$ cat src/hw/ccrc_params.svh
`ifndef CCRC_PARAMS_SVH
`define CCRC_PARAMS_SVH

// ==========================================================
// register indices (byte address is four times the index)
`define CCRC_IDX_CONTROL 6'h00
`define CCRC_IDX_COMMAND 6'h01
`define CCRC_IDX_TIMING_LO 6'h04
`define CCRC_IDX_TIMING_HI 6'h08
`define CCRC_IDX_STATE 6'h20
`define CCRC_IDX_UNMAPPED 6'h3f

// ==========================================================
// field positions
`define CCRC_CTL_HOLD 0
`define CCRC_CTL_REF 5
`define CCRC_CTL_SYNC 6
`define CCRC_CMD_SEND 0
`define CCRC_CMD_ABORT 1
`define CCRC_CMD_FREE 2
`define CCRC_CMD_CLROVR 3
`define CCRC_CMD_SLEEP 4
`define CCRC_CMD_WAKESEL 5
`define CCRC_CMD_SW1 6
`define CCRC_CMD_SW0 7
`define CCRC_CMD_PULSE_READ 4'hf

// ==========================================================
// reset values and counts
`define CCRC_RST_REF 1'b1
`define CCRC_RST_SYNC 1'b0
`define CCRC_RST_SWITCH 2'h3
`define CCRC_RST_SEND_DONE 1'b1
`define CCRC_RST_BUF_FREE 1'b1
`define CCRC_FREE_AFTER_CPU 7'h00
`define CCRC_FREE_AFTER_BUSOFF 7'h7f

`endif

$ cat src/hw/ccrc_pkg.sv
`default_nettype none
package ccrc_pkg;
	typedef logic [31:0] ccrc_word_t;
	typedef logic [7:0] ccrc_byte_t;
	typedef logic [5:0] ccrc_idx_t;
	typedef enum logic [2:0] {
		JOIN_HELD = 3'h1,
		JOIN_WAIT = 3'h2,
		JOIN_ON = 3'h4
	} ccrc_join_t;
endpackage
`default_nettype wire

$ cat src/hw/ccrc_ctrl.sv
// The AHB-Lite interface to the registers was left to the implementer.
`include "ccrc_params.svh"
`default_nettype none
module ccrc_ctrl (
	input wire logic hclk,
	input wire logic hresetn,
	input wire logic ce,
	input wire logic hsel,
	input wire ccrc_pkg::ccrc_word_t haddr,
	input wire logic [1:0] htrans,
	input wire logic hwrite,
	input wire logic [2:0] hsize,
	input wire ccrc_pkg::ccrc_word_t hwdata,
	input wire logic hready,
	output var logic hreadyout,
	output var ccrc_pkg::ccrc_word_t hrdata,
	output var logic hresp,
	input wire logic ext_reset,
	input wire logic bus_off_event,
	input wire logic bus_free_pulse,
	input wire logic bus_activity,
	input wire logic irq_pending,
	input wire logic tx_in_progress,
	input wire logic tx_success,
	input wire logic overrun_event,
	output var logic hold_in_reset,
	output var logic bus_on,
	output var logic reference_drive_select,
	output var logic edge_sync_both,
	output var logic send_request,
	output var logic abort_send_cmd,
	output var logic free_receive_slot_cmd,
	output var logic sleeping,
	output var logic wake_irq,
	output var logic rx_enable,
	output var logic wake_source_select,
	output var logic first_from_reference,
	output var logic second_from_reference,
	output var logic send_done_flag,
	output var logic send_buffer_free_flag,
	output var logic overrun_flag,
	output logic [39:0] timing_config
);
	import ccrc_pkg::*;

	// ==========================================================
	// state
	ccrc_join_t join_state;
	logic cause_busoff;
	logic [6:0] free_cnt;
	logic sleep_request;
	logic [1:0] switch_bits;
	ccrc_byte_t timing_cfg [0:4];
	logic rd_phase;
	logic wr_phase;
	ccrc_idx_t rd_idx;
	ccrc_idx_t wr_idx;
	logic take;
	logic wr_ctl;
	logic wr_cmd;
	logic wr_tim;
	logic cmd_send;
	logic cmd_abort;
	logic cmd_free;
	logic cmd_clrovr;
	logic enter_sleep;
	logic leave_sleep;
	logic force_hold;

	function automatic ccrc_idx_t reg_index(input ccrc_word_t a);
		if (a[31:8] == 24'h000000 && a[1:0] == 2'h0)
			return a[7:2];
		return `CCRC_IDX_UNMAPPED;
	endfunction

	function automatic logic in_timing(input ccrc_idx_t i);
		return i >= `CCRC_IDX_TIMING_LO && i <= `CCRC_IDX_TIMING_HI;
	endfunction

	function automatic ccrc_word_t read_mux(input ccrc_idx_t i);
		ccrc_word_t d;
		d = 32'h00000000;
		if (i == `CCRC_IDX_CONTROL) begin
			d[`CCRC_CTL_HOLD] = hold_in_reset;
			d[`CCRC_CTL_REF] = reference_drive_select;
			d[`CCRC_CTL_SYNC] = edge_sync_both;
		end else if (i == `CCRC_IDX_COMMAND) begin
			d[3:0] = `CCRC_CMD_PULSE_READ;
			d[`CCRC_CMD_SLEEP] = sleeping;
			d[`CCRC_CMD_WAKESEL] = wake_source_select;
			d[`CCRC_CMD_SW0] = switch_bits[1];
			d[`CCRC_CMD_SW1] = switch_bits[0];
		end else if (in_timing(i) && hold_in_reset) begin
			d[7:0] = timing_cfg[3'(i - `CCRC_IDX_TIMING_LO)];
		end else if (i == `CCRC_IDX_STATE) begin
			d[7:0] = {cause_busoff, rx_enable, overrun_flag,
				send_buffer_free_flag, send_done_flag, send_request,
				sleeping, bus_on};
		end
		return d;
	endfunction

	// ==========================================================
	// bus slave: writes zero-wait, reads one wait state
	assign take = ce && hsel && htrans[1] && hready;
	assign wr_ctl = wr_phase && wr_idx == `CCRC_IDX_CONTROL;
	assign wr_cmd = wr_phase && wr_idx == `CCRC_IDX_COMMAND;
	assign wr_tim = wr_phase && in_timing(wr_idx) && hold_in_reset;
	assign cmd_send = wr_cmd && hwdata[`CCRC_CMD_SEND];
	assign cmd_abort = wr_cmd && hwdata[`CCRC_CMD_ABORT];
	assign cmd_free = wr_cmd && hwdata[`CCRC_CMD_FREE];
	assign cmd_clrovr = wr_cmd && hwdata[`CCRC_CMD_CLROVR];

	always_ff @(posedge hclk or negedge hresetn) begin
		if (!hresetn) begin
			rd_phase <= 1'b0;
			wr_phase <= 1'b0;
			rd_idx <= `CCRC_IDX_UNMAPPED;
			wr_idx <= `CCRC_IDX_UNMAPPED;
			hreadyout <= 1'b1;
			hrdata <= 32'h00000000;
			hresp <= 1'b0;
		end else if (ce) begin
			rd_phase <= take && !hwrite;
			wr_phase <= take && hwrite;
			hreadyout <= !(take && !hwrite);
			if (take)
				rd_idx <= reg_index(haddr);
			if (take)
				wr_idx <= reg_index(haddr);
			if (rd_phase)
				hrdata <= read_mux(rd_idx);
			hresp <= 1'b0;
		end
	end

	// ==========================================================
	// reset request and rejoin
	assign force_hold = ext_reset || bus_off_event;

	always_ff @(posedge hclk or negedge hresetn) begin
		if (!hresetn) begin
			hold_in_reset <= 1'b1;
			cause_busoff <= 1'b0;
		end else if (ce) begin
			if (force_hold) begin
				hold_in_reset <= 1'b1;
			end else if (wr_ctl) begin
				hold_in_reset <= hwdata[`CCRC_CTL_HOLD];
			end
			if (ext_reset) begin
				cause_busoff <= 1'b0;
			end else if (bus_off_event) begin
				cause_busoff <= 1'b1;
			end else if (wr_ctl && hwdata[`CCRC_CTL_HOLD] && !hold_in_reset) begin
				cause_busoff <= 1'b0;
			end
		end
	end

	always_ff @(posedge hclk or negedge hresetn) begin
		if (!hresetn) begin
			join_state <= JOIN_HELD;
			free_cnt <= 7'h00;
		end else if (ce) begin
			unique case (join_state)
				JOIN_HELD: begin
					free_cnt <= 7'h00;
					if (!hold_in_reset)
						join_state <= JOIN_WAIT;
				end
				JOIN_WAIT: begin
					if (hold_in_reset) begin
						join_state <= JOIN_HELD;
					end else if (bus_free_pulse) begin
						if (free_cnt == (cause_busoff ? `CCRC_FREE_AFTER_BUSOFF
							: `CCRC_FREE_AFTER_CPU))
							join_state <= JOIN_ON;
						else
							free_cnt <= free_cnt + 7'h01;
					end
				end
				JOIN_ON: begin
					if (hold_in_reset)
						join_state <= JOIN_HELD;
				end
			endcase
		end
	end

	always_ff @(posedge hclk or negedge hresetn) begin
		if (!hresetn)
			bus_on <= 1'b0;
		else if (ce)
			bus_on <= join_state == JOIN_ON && !hold_in_reset && !force_hold;
	end

	// ==========================================================
	// configuration guarded by hold-in-reset
	always_ff @(posedge hclk or negedge hresetn) begin
		if (!hresetn) begin
			reference_drive_select <= `CCRC_RST_REF;
			edge_sync_both <= `CCRC_RST_SYNC;
		end else if (ce) begin
			if (ext_reset) begin
				reference_drive_select <= `CCRC_RST_REF;
			end else if (wr_ctl && hold_in_reset) begin
				reference_drive_select <= hwdata[`CCRC_CTL_REF];
				edge_sync_both <= hwdata[`CCRC_CTL_SYNC];
			end
		end
	end

	always_ff @(posedge hclk or negedge hresetn) begin
		if (!hresetn) begin
			for (int k = 0; k < 5; k++)
				timing_cfg[k] <= 8'h00;
		end else if (ce && wr_tim) begin
			timing_cfg[3'(wr_idx - `CCRC_IDX_TIMING_LO)] <= hwdata[7:0];
		end
	end

	assign timing_config = {timing_cfg[4], timing_cfg[3], timing_cfg[2],
		timing_cfg[1], timing_cfg[0]};

	// ==========================================================
	// comparator routing and wake source
	always_ff @(posedge hclk or negedge hresetn) begin
		if (!hresetn) begin
			switch_bits <= `CCRC_RST_SWITCH;
			first_from_reference <= 1'b0;
			second_from_reference <= 1'b0;
			wake_source_select <= 1'b0;
		end else if (ce && wr_cmd) begin
			switch_bits <= {hwdata[`CCRC_CMD_SW0], hwdata[`CCRC_CMD_SW1]};
			wake_source_select <= hwdata[`CCRC_CMD_WAKESEL];
			if (hwdata[`CCRC_CMD_SW0] || hwdata[`CCRC_CMD_SW1]) begin
				first_from_reference <= !hwdata[`CCRC_CMD_SW0];
				second_from_reference <= !hwdata[`CCRC_CMD_SW1];
			end
		end
	end

	// ==========================================================
	// sleep and wake
	assign enter_sleep = !sleeping && sleep_request && !irq_pending
		&& !bus_activity;
	assign leave_sleep = sleeping && (!sleep_request || bus_activity);

	always_ff @(posedge hclk or negedge hresetn) begin
		if (!hresetn) begin
			sleep_request <= 1'b0;
			sleeping <= 1'b0;
			wake_irq <= 1'b0;
			rx_enable <= 1'b1;
		end else if (ce) begin
			wake_irq <= leave_sleep;
			if (wr_cmd)
				sleep_request <= hwdata[`CCRC_CMD_SLEEP];
			else if (leave_sleep && bus_activity)
				sleep_request <= 1'b0;
			if (enter_sleep)
				sleeping <= 1'b1;
			else if (leave_sleep)
				sleeping <= 1'b0;
			if (leave_sleep && bus_activity)
				rx_enable <= 1'b0;
			else if (bus_free_pulse)
				rx_enable <= 1'b1;
		end
	end

	// ==========================================================
	// send, abort, receive release, overrun
	always_ff @(posedge hclk or negedge hresetn) begin
		if (!hresetn) begin
			send_request <= 1'b0;
			send_done_flag <= `CCRC_RST_SEND_DONE;
			send_buffer_free_flag <= `CCRC_RST_BUF_FREE;
			abort_send_cmd <= 1'b0;
		end else if (ce) begin
			abort_send_cmd <= cmd_abort;
			if (cmd_send) begin
				send_request <= 1'b1;
				send_done_flag <= 1'b0;
				send_buffer_free_flag <= 1'b0;
			end else if (tx_success && send_request) begin
				send_request <= 1'b0;
				send_done_flag <= 1'b1;
				send_buffer_free_flag <= 1'b1;
			end else if (cmd_abort && send_request && !tx_in_progress) begin
				send_request <= 1'b0;
				send_buffer_free_flag <= 1'b1;
			end
		end
	end

	always_ff @(posedge hclk or negedge hresetn) begin
		if (!hresetn) begin
			overrun_flag <= 1'b0;
			free_receive_slot_cmd <= 1'b0;
		end else if (ce) begin
			free_receive_slot_cmd <= cmd_free;
			if (overrun_event)
				overrun_flag <= 1'b1;
			else if (cmd_clrovr)
				overrun_flag <= 1'b0;
		end
	end
endmodule
`default_nettype wire

$ cat config.mk
export PLATFORM = sky130hd
export DESIGN_NAME = ccrc_ctrl
export DESIGN_NICKNAME = d
export VERILOG_FILES = /design/src/hw/ccrc_pkg.sv /design/src/hw/ccrc_ctrl.sv
export VERILOG_INCLUDE_DIRS = /design/src /design/src/hw
export SDC_FILE = /design/constraint.sdc
export NUM_CORES = 1
export LEC_CHECK = 0
export BUFFER_PORTS_ARGS = -buffer_cell sky130_fd_sc_hd__buf_2
export CAP_MARGIN = 40
export CORE_MARGIN = 3
export CORE_UTILIZATION = 53
export CTS_CLUSTER_DIAMETER = 40
export DETAILED_ROUTE_END_ITERATION = 10
export PLACE_DENSITY = 0.85
export RECOVER_POWER = 50
export REMOVE_ABC_BUFFERS = 1
export SYNTH_ARGS = -nofsm -noshare
export SYNTH_HDL_FRONTEND = slang
export SYNTH_SLANG_ARGS = --single-unit
$ cat constraint.sdc
create_clock -name hclk -period 4.8 [get_ports hclk]
set_input_delay 0.24 -clock hclk [delete_from_list [all_inputs] [get_ports hclk]]
set_output_delay 0.24 -clock hclk [all_outputs]
set_load 0.005 [all_outputs]
==> impl_metrics.csv, run 1 <==
group,metric,value,unit
critical_path,path_class,"input pin to flip-flop",
run,maxCapViolCount,1,
detailed_routing,wl_per_cell,18.3,um
synth,postSynth.asyncResetShare,100,%
global_route,overflow,0,
cts,cts.sinks,87,
floorplanning,die_w,97.4,um
timing,timing.fmax,0.407,GHz
placed_design,place.gp.congestion,0.856,
cts,cts.repair.resized,0,
detailed_routing,finalWirelength,11.1,mm
cts,cts_root_buf,"clkbuf_8",
finish,synthToLayoutAreaGrowth,17.6,%
cts,clk_pin_slew,0.09,ns
outcome,violations,"max-capacitance violations, max-slew violations",
critical_path,r2r_setup_slack,2.45,ns
synth,syn_inst,392,
placed_design,io_buffers,119,
finish,num-fill-cells,626,
global_route,track_usage,23.8,%
synth,yosysMostFrequentCell,"dfrtp_1",
global_route,grt_pass1_wl,18.1,mm
synth,ys_types,55,
timing,setup_tns,0,ns
synth,ys_warn_count,0,
floorplanning,rows,32,
global_route,grt_pass1_vias,3554,
critical_path,cp.arrival,2.71,ns
global_route,use_met3,5.81,%
critical_path,worstRegToRegCells,4,
critical_path,r2r_start,"hold_in_reset$_DFFE_PN1P_",
synth,avgSynthCellArea,11.3,um^2
timing,setup_viol,0,
timing,fin_crit,2.46,ns
detailed_routing,dr.first_iter.drc_count,151,
hold_path,min_from,"hwrite",
synth,yosys.area_share.adder,0.282,%
synth,synth-compound-area-share,13.4,%
critical_path,critPathLaunchType,"input pin",
global_route,grtUsageMet1,30.8,%
critical_path,worstPathMaxFanout,29,
power_and_ir_drop,powerDensity,316,mW/mm^2
hold_path,min_path_type,"input pin to flip-flop",
critical_path,worst_setup_path_end_kind,"flip-flop",
timing,tightestPinTransition,1.89,ns
floorplanning,core-area,0.00793,mm^2
cts,numCtsBuffers,9,
power_and_ir_drop,switching_share,27.8,%
finish,diodes,0,
timing,slew_viol_final,33,
power_and_ir_drop,power.total,1.64,mW
hold_path,hold_path_end,"rd_phase$_DFFE_PN0P_",
cts,cts_tree,"built",
timing,timing.final.crit_share,51.2,%
power_and_ir_drop,switching_power,0.457,mW
power_and_ir_drop,internal_power,1.19,mW
synth,synth_top_cell_area_share,40.7,%
cts,h-tree-depth,3,
detailed_routing,vias,3592,
timing,rsz0062_at_grt,"no",
synth,netlist_area,0.00443,mm^2
timing,max_slew_margin,-26.0,%
power_and_ir_drop,pwr-share-seq,51.5,%
detailed_routing,ant_nets,0,
synth,synth_ff_type,"dfrtp_1",
floorplanning,initial_core_util,55.9,%
critical_path,required,5.06,ns
finish,nets,585,
global_route,met2_usage,38.9,%
global_route,antenna_found_initial,0,
global_route,grt_max_degree,56,
cts,insertion_delay,0.37,ns
placed_design,dp_cells,591,
power_and_ir_drop,combPwrFrac,13.2,%
timing,hold_viol_final,0,
critical_path,reg2reg_to,"timing_config[16]$_DFFE_PN0P_",
synth,ys_seq_area_share,49.6,%
synth,synth_seq_cells,87,
outcome,status,"complete, but fails checks",
synth,synthMuxAreaShare,16.2,%
floorplanning,io_pins,173,
power_and_ir_drop,ir_worst_vdd,0.196,mV
floorplanning,dieArea,0.00949,mm^2
power_and_ir_drop,leakagePower,2.55,nW
power_and_ir_drop,p_clk_share,35.2,%
synth,synth-edff-count,0,
global_route,busiest_layer,"met2",
synth,synthTopCellsByCount,"dfrtp_1 (72), mux2_2 (52), buf_4 (25), nand2_1 (25), a21oi_1 (20)",
detailed_routing,firstDrtPassIters,5,
timing,hold_ws,0.0741,ns
hold_path,hold_path_depth,2,
placed_design,place.detailed.hpwl,8.20,mm
synth,yosysTopAreaCell,"dfrtp_1",
floorplanning,dieHeight,97.4,um
detailed_routing,drc,0,
synth,synth_xor_area_share,0.198,%
cts,clockBufferDepth,2,
timing,fin_skew,0.00741,ns
synth,synthTopCellsByArea,"dfrtp_1 (41%), mux2_2 (13%), dfstp_2 (8.9%)",
synth,synth-simple-area-share,13.4,%
finish,drive_above_1_share,39.5,%
detailed_routing,routed_via_density,5.91,
synth,synth_top_family_by_area,"multiplexers",
finish,fin_cells,608,
-- per-stage QoR --
stage	setup WS, ns	instance area [um^2]	util [%]
6_report	2.34	5210	65.7
4_1_cts	2.46	5230	65.9
3_3_place_gp	2.50	4960	62.6
5_1_grt	2.21	5210	65.7
3_5_place_dp	2.48	4990	62.9
2_1_floorplan	2.85	4240	-
-- routing by layer --
layer  wire, um  vias to the layer above
met4        248                        0
met1       4610                     1785
met3        807                       26
met2       5470                      148
li1           -                     1633
met5          0                        -
-- cells by family after synthesis --
family / after synthesis
fa+ha+maj: 1
xor+xnor: 1
buf+inv: 53
simple gates: 106
mux: 60
flops: 87
other cells: 1
compound gates: 83
-- power by group through the flow --
stage | clock [mW] | sequential [mW] | combinational [mW]
6_report | 0.579 | 0.847 | 0.217
5_1_grt | 0.624 | 0.857 | 0.245
4_1_cts | 0.593 | 0.845 | 0.219
3_5_place_dp | 0 | 0.860 | 0.218
3_3_place_gp | 0 | 0.855 | 0.208
2_1_floorplan | 0 | 0.843 | 0.124
-- critical path, cell delays in order --
cell	delay, ns
clkbuf_1	0.85
and2_0	0.43
and3_1	0.28
and3b_1	0.51
mux2_2	0.39
-- worst max-delay path by stage --
stage                         startpoint                            end  slack (ns)  cells after the start
2_1_floorplan  hold_in_reset$_DFFE_PN1P_  timing_config[16]$_DFFE_PN0P_        2.85                      4
3_3_place_gp                          ce  timing_config[18]$_DFFE_PN0P_        2.50                      5
3_5_place_dp   hold_in_reset$_DFFE_PN1P_  timing_config[19]$_DFFE_PN0P_        2.48                      4
4_1_cts        hold_in_reset$_DFFE_PN1P_  timing_config[16]$_DFFE_PN0P_        2.46                      4
5_1_grt                               ce  timing_config[16]$_DFFE_PN0P_        2.21                      5
6_report                              ce  timing_config[16]$_DFFE_PN0P_        2.34                      5
-- registers in the layout, summed over array words and instances, names as in the netlist, 2 cells and up --
| name | flops |
|---|---|
| join_state | 3 |
| free_cnt | 7 |
| switch_bits | 2 |
| wr_idx | 6 |
| hrdata | 8 |
| timing_config | 40 |
-- placed cells by master, fill, tap and decap left out, types with 4 or more instances in the layout --
cell type and count:
mux2i_1 4, nor2_1 12, inv_1 6, buf_2 109, dfrtp_1 72, dfstp_2 15, nand2b_1 7, mux2_2 52
clkbuf_1 10, nor4_1 9, a221oi_1 5, nor3_1 6, a22o_1 6, clkbuf_8 9, nand2_1 25, nor2b_1 4
o21ai_0 9, o22a_1 8, nand3_1 8, and4_1 4, a21oi_1 20, mux4_2 4, or4_1 7, conb_1 25
and2_1 4, a22oi_1 7
-- cell type report --
cell class | count | area, um^2 | area share [%]
Clock buffer | 9 | 124 | 2.38
Inverter | 6 | 22.5 | 0.432
Multi-Input combinational cell | 276 | 2020 | 38.7
Sequential cell | 87 | 2200 | 42.1
Timing Repair Buffer | 121 | 621 | 11.9
Tap cell | 102 | 128 | 2.45
Clock inverter | 7 | 103 | 1.97
-- timing repair --
item,4_1_cts,5_1_grt
setup buffers,0,0
hold buffers,1,0
hold endpoints to repair,28,0
setup endpoints to repair,0,0
No activity file was read; power rests on OpenSTA's default activity.
==> run 2: changes to the inputs <==
- CORE_UTILIZATION: 53 -> 44
- PLACE_DENSITY: 0.85 -> 0.75
- clock period: 4.8 -> 2.2 ns (I/O delays scaled with it)
==> run 2 against run 1 <==
Register-to-register slack lost 2.2 ns. Sequential share of layout area fell by 2.0 points. Final cell count is 9.2% higher. Die area is 19% higher. Clock power increased by 120%. Setup slack got worse by 2.1 ns. The run now ends clean. Combinational power increased by 130%. Via count is 2.1% higher. Design area is 5.1% higher. Critical path depth down 1. First-iteration DRC count is 110% higher. Sequential power is 120% higher.
==> impl_metrics.csv, run 2 (synthesis results as in run 1) <==
group,metric,value,unit
critical_path,crit_top_cell,"or4_1",
power_and_ir_drop,leakagePower,2.61,nW
cts,h-tree-depth,3,
placed_design,place.detailed.hpwl,8.94,mm
cts,insertion_delay,0.36,ns
timing,setup_viol,0,
cts,clockBufferDepth,2,
run,maxCapViolCount,0,
timing,rsz0062_at_grt,"no",
global_route,grt_pass1_vias,3614,
finish,diodes,0,
critical_path,path_cells,"or4_1 -> or4_1 -> a22oi_1 -> o2bb2ai_1",
finish,layout_commonest_cell,"buf_2",
timing,fin_skew,0.0107,ns
timing,tightestPinTransition,1.02,ns
finish,num-fill-cells,836,
floorplanning,initial_core_util,46.6,%
critical_path,critPathSlowestCell,"or4_1",
detailed_routing,drc,0,
detailed_routing,vias,3669,
detailed_routing,routed_via_density,5.53,
global_route,grt_max_degree,48,
finish,nets,614,
global_route,grt_pass1_wl,19.1,mm
critical_path,required,2.44,ns
detailed_routing,wl_per_cell,18.0,um
global_route,overflow,0,
power_and_ir_drop,ir_worst_vdd,0.342,mV
finish,synthToLayoutAreaGrowth,23.6,%
hold_path,min_path_type,"input pin to flip-flop",
timing,timing.fmax,0.504,GHz
detailed_routing,dr.first_iter.drc_count,310,
placed_design,io_buffers,119,
cts,cts_root_buf,"clkbuf_8",
floorplanning,dieHeight,106,um
detailed_routing,ant_nets,0,
power_and_ir_drop,power.total,3.61,mW
cts,clk_pin_slew,0.09,ns
critical_path,worst_setup_path_end_kind,"flip-flop",
finish,drive_above_1_share,37.8,%
cts,cts_tree,"built",
timing,setup_tns,0,ns
floorplanning,die_w,106,um
finish,largest_reg_flops,40,
floorplanning,dieArea,0.0113,mm^2
outcome,status,"finished clean",
detailed_routing,firstDrtPassIters,5,
critical_path,critPathLaunchType,"flip-flop",
floorplanning,io_pins,173,
critical_path,cp.arrival,2.23,ns
global_route,track_usage,21.4,%
cts,cts.sinks,87,
cts,numCtsBuffers,9,
finish,fin_cells,664,
timing,fin_crit,1.98,ns
placed_design,place.gp.congestion,0.844,
cts,postCtsSetupBuffers,0,
timing,slew_viol_final,0,
timing,hold_viol_final,0,
global_route,antenna_found_initial,0,
floorplanning,rows,35,
timing,timing.final.crit_share,90.1,%
finish,multi_input_comb_area,0.00202,mm^2
critical_path,crit_path_max_incr_delay,0.63,ns
timing,max_slew_margin,31.9,%
floorplanning,core-area,0.00950,mm^2
finish,final_cell_mix,"buf_2 (92), dfrtp_1 (72), mux2_2 (52)",
placed_design,dp_cells,637,
critical_path,path_class,"flip-flop to flip-flop",
detailed_routing,finalWirelength,11.9,mm
power_and_ir_drop,powerDensity,659,mW/mm^2
critical_path,worstPathMaxFanout,10,
finish,register_area,0.00220,mm^2
## run 2: through the flow
| step | utilization (%) | worst slack [ns] | cell area, um^2 | hold WS (ns) |
|---|---|---|---|---|
| floorplan | - | 0.249 | 4240 | -0.186 |
| global route | 57.6 | 0.0202 | 5470 | 0.0549 |
| CTS | 58.1 | 0.125 | 5520 | 0.0342 |
| detailed placement | 54.5 | 0.182 | 5180 | 0.133 |
| global placement | 54.5 | 0.251 | 5180 | 0.126 |
| finish | 57.6 | 0.217 | 5470 | 0.0438 |
## run 2: where the power goes
| group | total, mW | internal (mW) | switching (mW) |
|---|---|---|---|
| Combinational | 0.507 | 0.234 | 0.273 |
| Clock | 1.27 | 0.654 | 0.611 |
| Sequential | 1.84 | 1.71 | 0.127 |
| Total | 3.61 | 2.60 | 1.01 |
## run 2: what timing repair did
action	in CTS	in global routing
setup endpoints to repair	0	1
hold buffers	11	0
hold endpoints to repair	41	0
resized for setup	0	1
## run 2: worst paths after layout
| check | startpoint | endpoint | slack [ns] | depth (start not counted) |
|---|---|---|---|---|
| setup / recovery | wr_idx[2]$_DFFE_PN1P_ | cause_busoff$_DFFE_PN0P_ | 0.22 | 4 |
| hold / removal | hwdata[7] | first_from_reference$_DFFE_PN0P_ | 0.04 | 2 |
| setup reg to reg | wr_idx[2]$_DFFE_PN1P_ | cause_busoff$_DFFE_PN0P_ | 0.22 | 4 |
| hold reg to reg | hrdata[3]$_DFFE_PN0P_ | hrdata[3]$_DFFE_PN0P_ | 0.52 | 2 |
| max in group asynchronous | hresetn | timing_config[36]$_DFFE_PN0P_ | 0.46 | 3 |
| min in group asynchronous | hresetn | free_cnt[5]$_DFFE_PN0P_ | 0.45 | 2 |
## run 2: routing by layer
metal,vias to the layer above,GRT usage [%],part of all wire [%]
li1,1695,-,-
met1,1815,28.3,43
met5,-,0,0
met4,0,7.22,2.0
met2,136,34.9,48
met3,23,4.61,6.9
## run 2: final cells by class
type                    instances  share of cell area (%)
flip-flops and latches         87                    40.1
multi-input cells             276                    37.0
repair buffers                150                    15.4
well taps                     129                    2.95
clock buffers                   9                    2.26
clock inverters                 7                    1.87
inverters                       6                   0.411
## run 2: critical path, delay by kind of cell, from the launching register on
family	cells	cell delay (ns)
simple gates	2	1.18
flops	1	0.43
compound gates	2	0.26
==> run 3: changes to the inputs <==
- BUFFER_PORTS_ARGS: -buffer_cell sky130_fd_sc_hd__buf_2 -> -buffer_cell sky130_fd_sc_hd__buf_4
==> run 3 against run 2 <==
Via count decreased by 0.57%. Final cell count rose by 0.30%. First-iteration DRC count down 45%. Critical path type unchanged.
==> impl_metrics.csv, run 3 (synthesis results as in run 1) <==
group,metric,value,unit
detailed_routing,routed_via_density,5.48,
timing,finalWorstSetupSlack,0.200,ns
timing,slew_viol_final,0,
cts,clk_pin_slew,0.08,ns
detailed_routing,ant_nets,0,
finish,num-fill-cells,810,
timing,setup_viol,0,
finish,largest_reg_flops,40,
timing,max_slew_margin,33.1,%
floorplanning,die_w,106,um
critical_path,crit_buf_inv,0,
critical_path,worst_setup_path_end_kind,"flip-flop",
power_and_ir_drop,leakagePower,2.72,nW
power_and_ir_drop,switching_power,0.973,mW
placed_design,place.gp.congestion,0.881,
floorplanning,dieHeight,106,um
timing,tightestPinTransition,1.00,ns
timing,fin_skew,0.0151,ns
placed_design,io_buffers,119,
global_route,track_usage,22.8,%
timing,timing.final.crit_share,90.9,%
critical_path,r2r_setup_slack,0.20,ns
finish,synthToLayoutAreaGrowth,29.9,%
power_and_ir_drop,ir_worst_vdd,0.299,mV
global_route,antenna_found_initial,0,
power_and_ir_drop,p_clk_share,29.6,%
cts,insertion_delay,0.36,ns
power_and_ir_drop,combPwrFrac,16.6,%
cts,cts_root_buf,"clkbuf_8",
cts,cts.sinks,87,
critical_path,path_cells,"nor2b_1 -> and3_1 -> nand2_1 -> mux2_2",
detailed_routing,firstDrtPassIters,4,
outcome,status,"finished clean",
timing,fin_crit,2.00,ns
placed_design,place.detailed.hpwl,9.18,mm
cts,numCtsBuffers,9,
detailed_routing,dr.first_iter.drc_count,169,
critical_path,crit_path_max_incr_delay,0.67,ns
placed_design,place_area,0.00548,mm^2
critical_path,critPathSlowestCell,"dfstp_2",
floorplanning,initial_core_util,46.6,%
timing,hold_viol_final,0,
global_route,grt_pass1_vias,3831,
critical_path,cp.arrival,2.24,ns
critical_path,cp_top_family,"simple AND/OR/NAND/NOR gates",
placed_design,dpl_worst_slack,0.102,ns
detailed_routing,wl_per_cell,18.6,um
power_and_ir_drop,pwr-share-seq,53.7,%
finish,diodes,0,
power_and_ir_drop,switching_share,28.5,%
global_route,overflow,0,
critical_path,required,2.44,ns
finish,drive_above_1_share,41.3,%
floorplanning,core-area,0.00950,mm^2
critical_path,path_class,"flip-flop to flip-flop",
hold_path,hold_path_depth,2,
floorplanning,dieArea,0.0113,mm^2
floorplanning,io_pins,173,
power_and_ir_drop,powerDensity,593,mW/mm^2
timing,setup_tns,0,ns
global_route,grt_max_degree,49,
detailed_routing,finalWirelength,12.4,mm
critical_path,worstPathMaxFanout,10,
hold_path,min_path_type,"input pin to flip-flop",
run,maxCapViolCount,0,
floorplanning,rows,35,
finish,final_cell_mix,"buf_4 (101), dfrtp_1 (72), mux2_2 (52)",
power_and_ir_drop,internal_power,2.44,mW
timing,timing.fmax,0.500,GHz
critical_path,critPathLaunchType,"flip-flop",
finish,final_area,0.00576,mm^2
critical_path,worstRegToRegCells,4,
finish,nets,616,
timing,rsz0062_at_grt,"no",
finish,layout_commonest_cell,"buf_4",
detailed_routing,drc,0,
detailed_routing,vias,3648,
cts,h-tree-depth,3,
global_route,grt_pass1_wl,20.1,mm
critical_path,path_depth,4,
cts,cts_tree,"built",
cts,clockBufferDepth,2,
## run 3: cell types whose count changed in the layout (fill, tap and decap cells not counted), sizes merged
cell         before  now
buf             111  103
clkinv            1    2
bufinv            2    0
clkbuf           37   48
inv               9    7
dlygate4sd3      11   13
## run 3: through the flow
| stage | cells | utilization, % | hold slack, ns | power (mW) |
|---|---|---|---|---|
| final | 666 | 60.6 | 0.0203 | 3.41 |
| after global routing | 666 | 60.6 | 0.0156 | 3.59 |
| after CTS | 666 | 60.9 | 0.00667 | 3.46 |
| after detailed placement | 637 | 57.6 | 0.124 | 2.43 |
| after global placement | 637 | 57.6 | 0.119 | 2.40 |
| after floorplan | 369 | - | -0.186 | 2.11 |
## run 3: final cells by class
cell class | count | area, um^2 | share of cell area (%)
Inverter | 6 | 22.5 | 0.391
Tap cell | 129 | 161 | 2.80
Clock inverter | 4 | 30.0 | 0.522
Multi-Input combinational cell | 276 | 2020 | 35.2
Timing Repair Buffer | 152 | 1180 | 20.5
Sequential cell | 87 | 2200 | 38.2
Clock buffer | 12 | 145 | 2.52
## run 3: power groups by stage
| stage | clock [mW] | sequential (mW) | combinational, mW |
|---|---|---|---|
| after floorplan | 0 | 1.84 | 0.271 |
| after global placement | 0 | 1.86 | 0.541 |
| after detailed placement | 0 | 1.87 | 0.561 |
| after CTS | 1.04 | 1.84 | 0.582 |
| after global routing | 1.09 | 1.86 | 0.642 |
| final | 1.01 | 1.83 | 0.568 |
## run 3: worst register-to-register path, cell delays in order (launching register included)
cell and delay [ns]:
dfstp_2 0.67, nor2b_1 0.24, and3_1 0.25, nand2_1 0.32, mux2_2 0.40
## run 3: what timing repair did
item / in CTS / in global routing
endpoints found under the setup margin: 0 / 4
hold buffers: 13 / 0
gates resized for setup: 0 / 1
hold endpoints to repair: 43 / 0
setup buffers: 0 / 0
## run 3: layer usage
layer | vias to the layer above | GRT usage, % | part of all wire (%)
met5 | - | 0 | 0
met4 | 0 | 7.22 | 1.4
met3 | 14 | 5.46 | 5.9
met2 | 110 | 38.5 | 51
met1 | 1839 | 28.8 | 42
li1 | 1685 | - | -
## run 3: worst paths after layout
| kind | endpoint | start |
|---|---|---|
| hold / removal | free_receive_slot_cmd$_DFFE_PN0P_ | hwdata[2] |
| max in group asynchronous | timing_config[34]$_DFFE_PN0P_ | hresetn |
| min in group asynchronous | free_cnt[5]$_DFFE_PN0P_ | hresetn |
| hold reg to reg | hrdata[2]$_DFFE_PN0P_ | hrdata[2]$_DFFE_PN0P_ |
| setup reg to reg | timing_config[2]$_DFFE_PN0P_ | wr_idx[2]$_DFFE_PN1P_ |
| setup / recovery | timing_config[2]$_DFFE_PN0P_ | wr_idx[2]$_DFFE_PN1P_ |
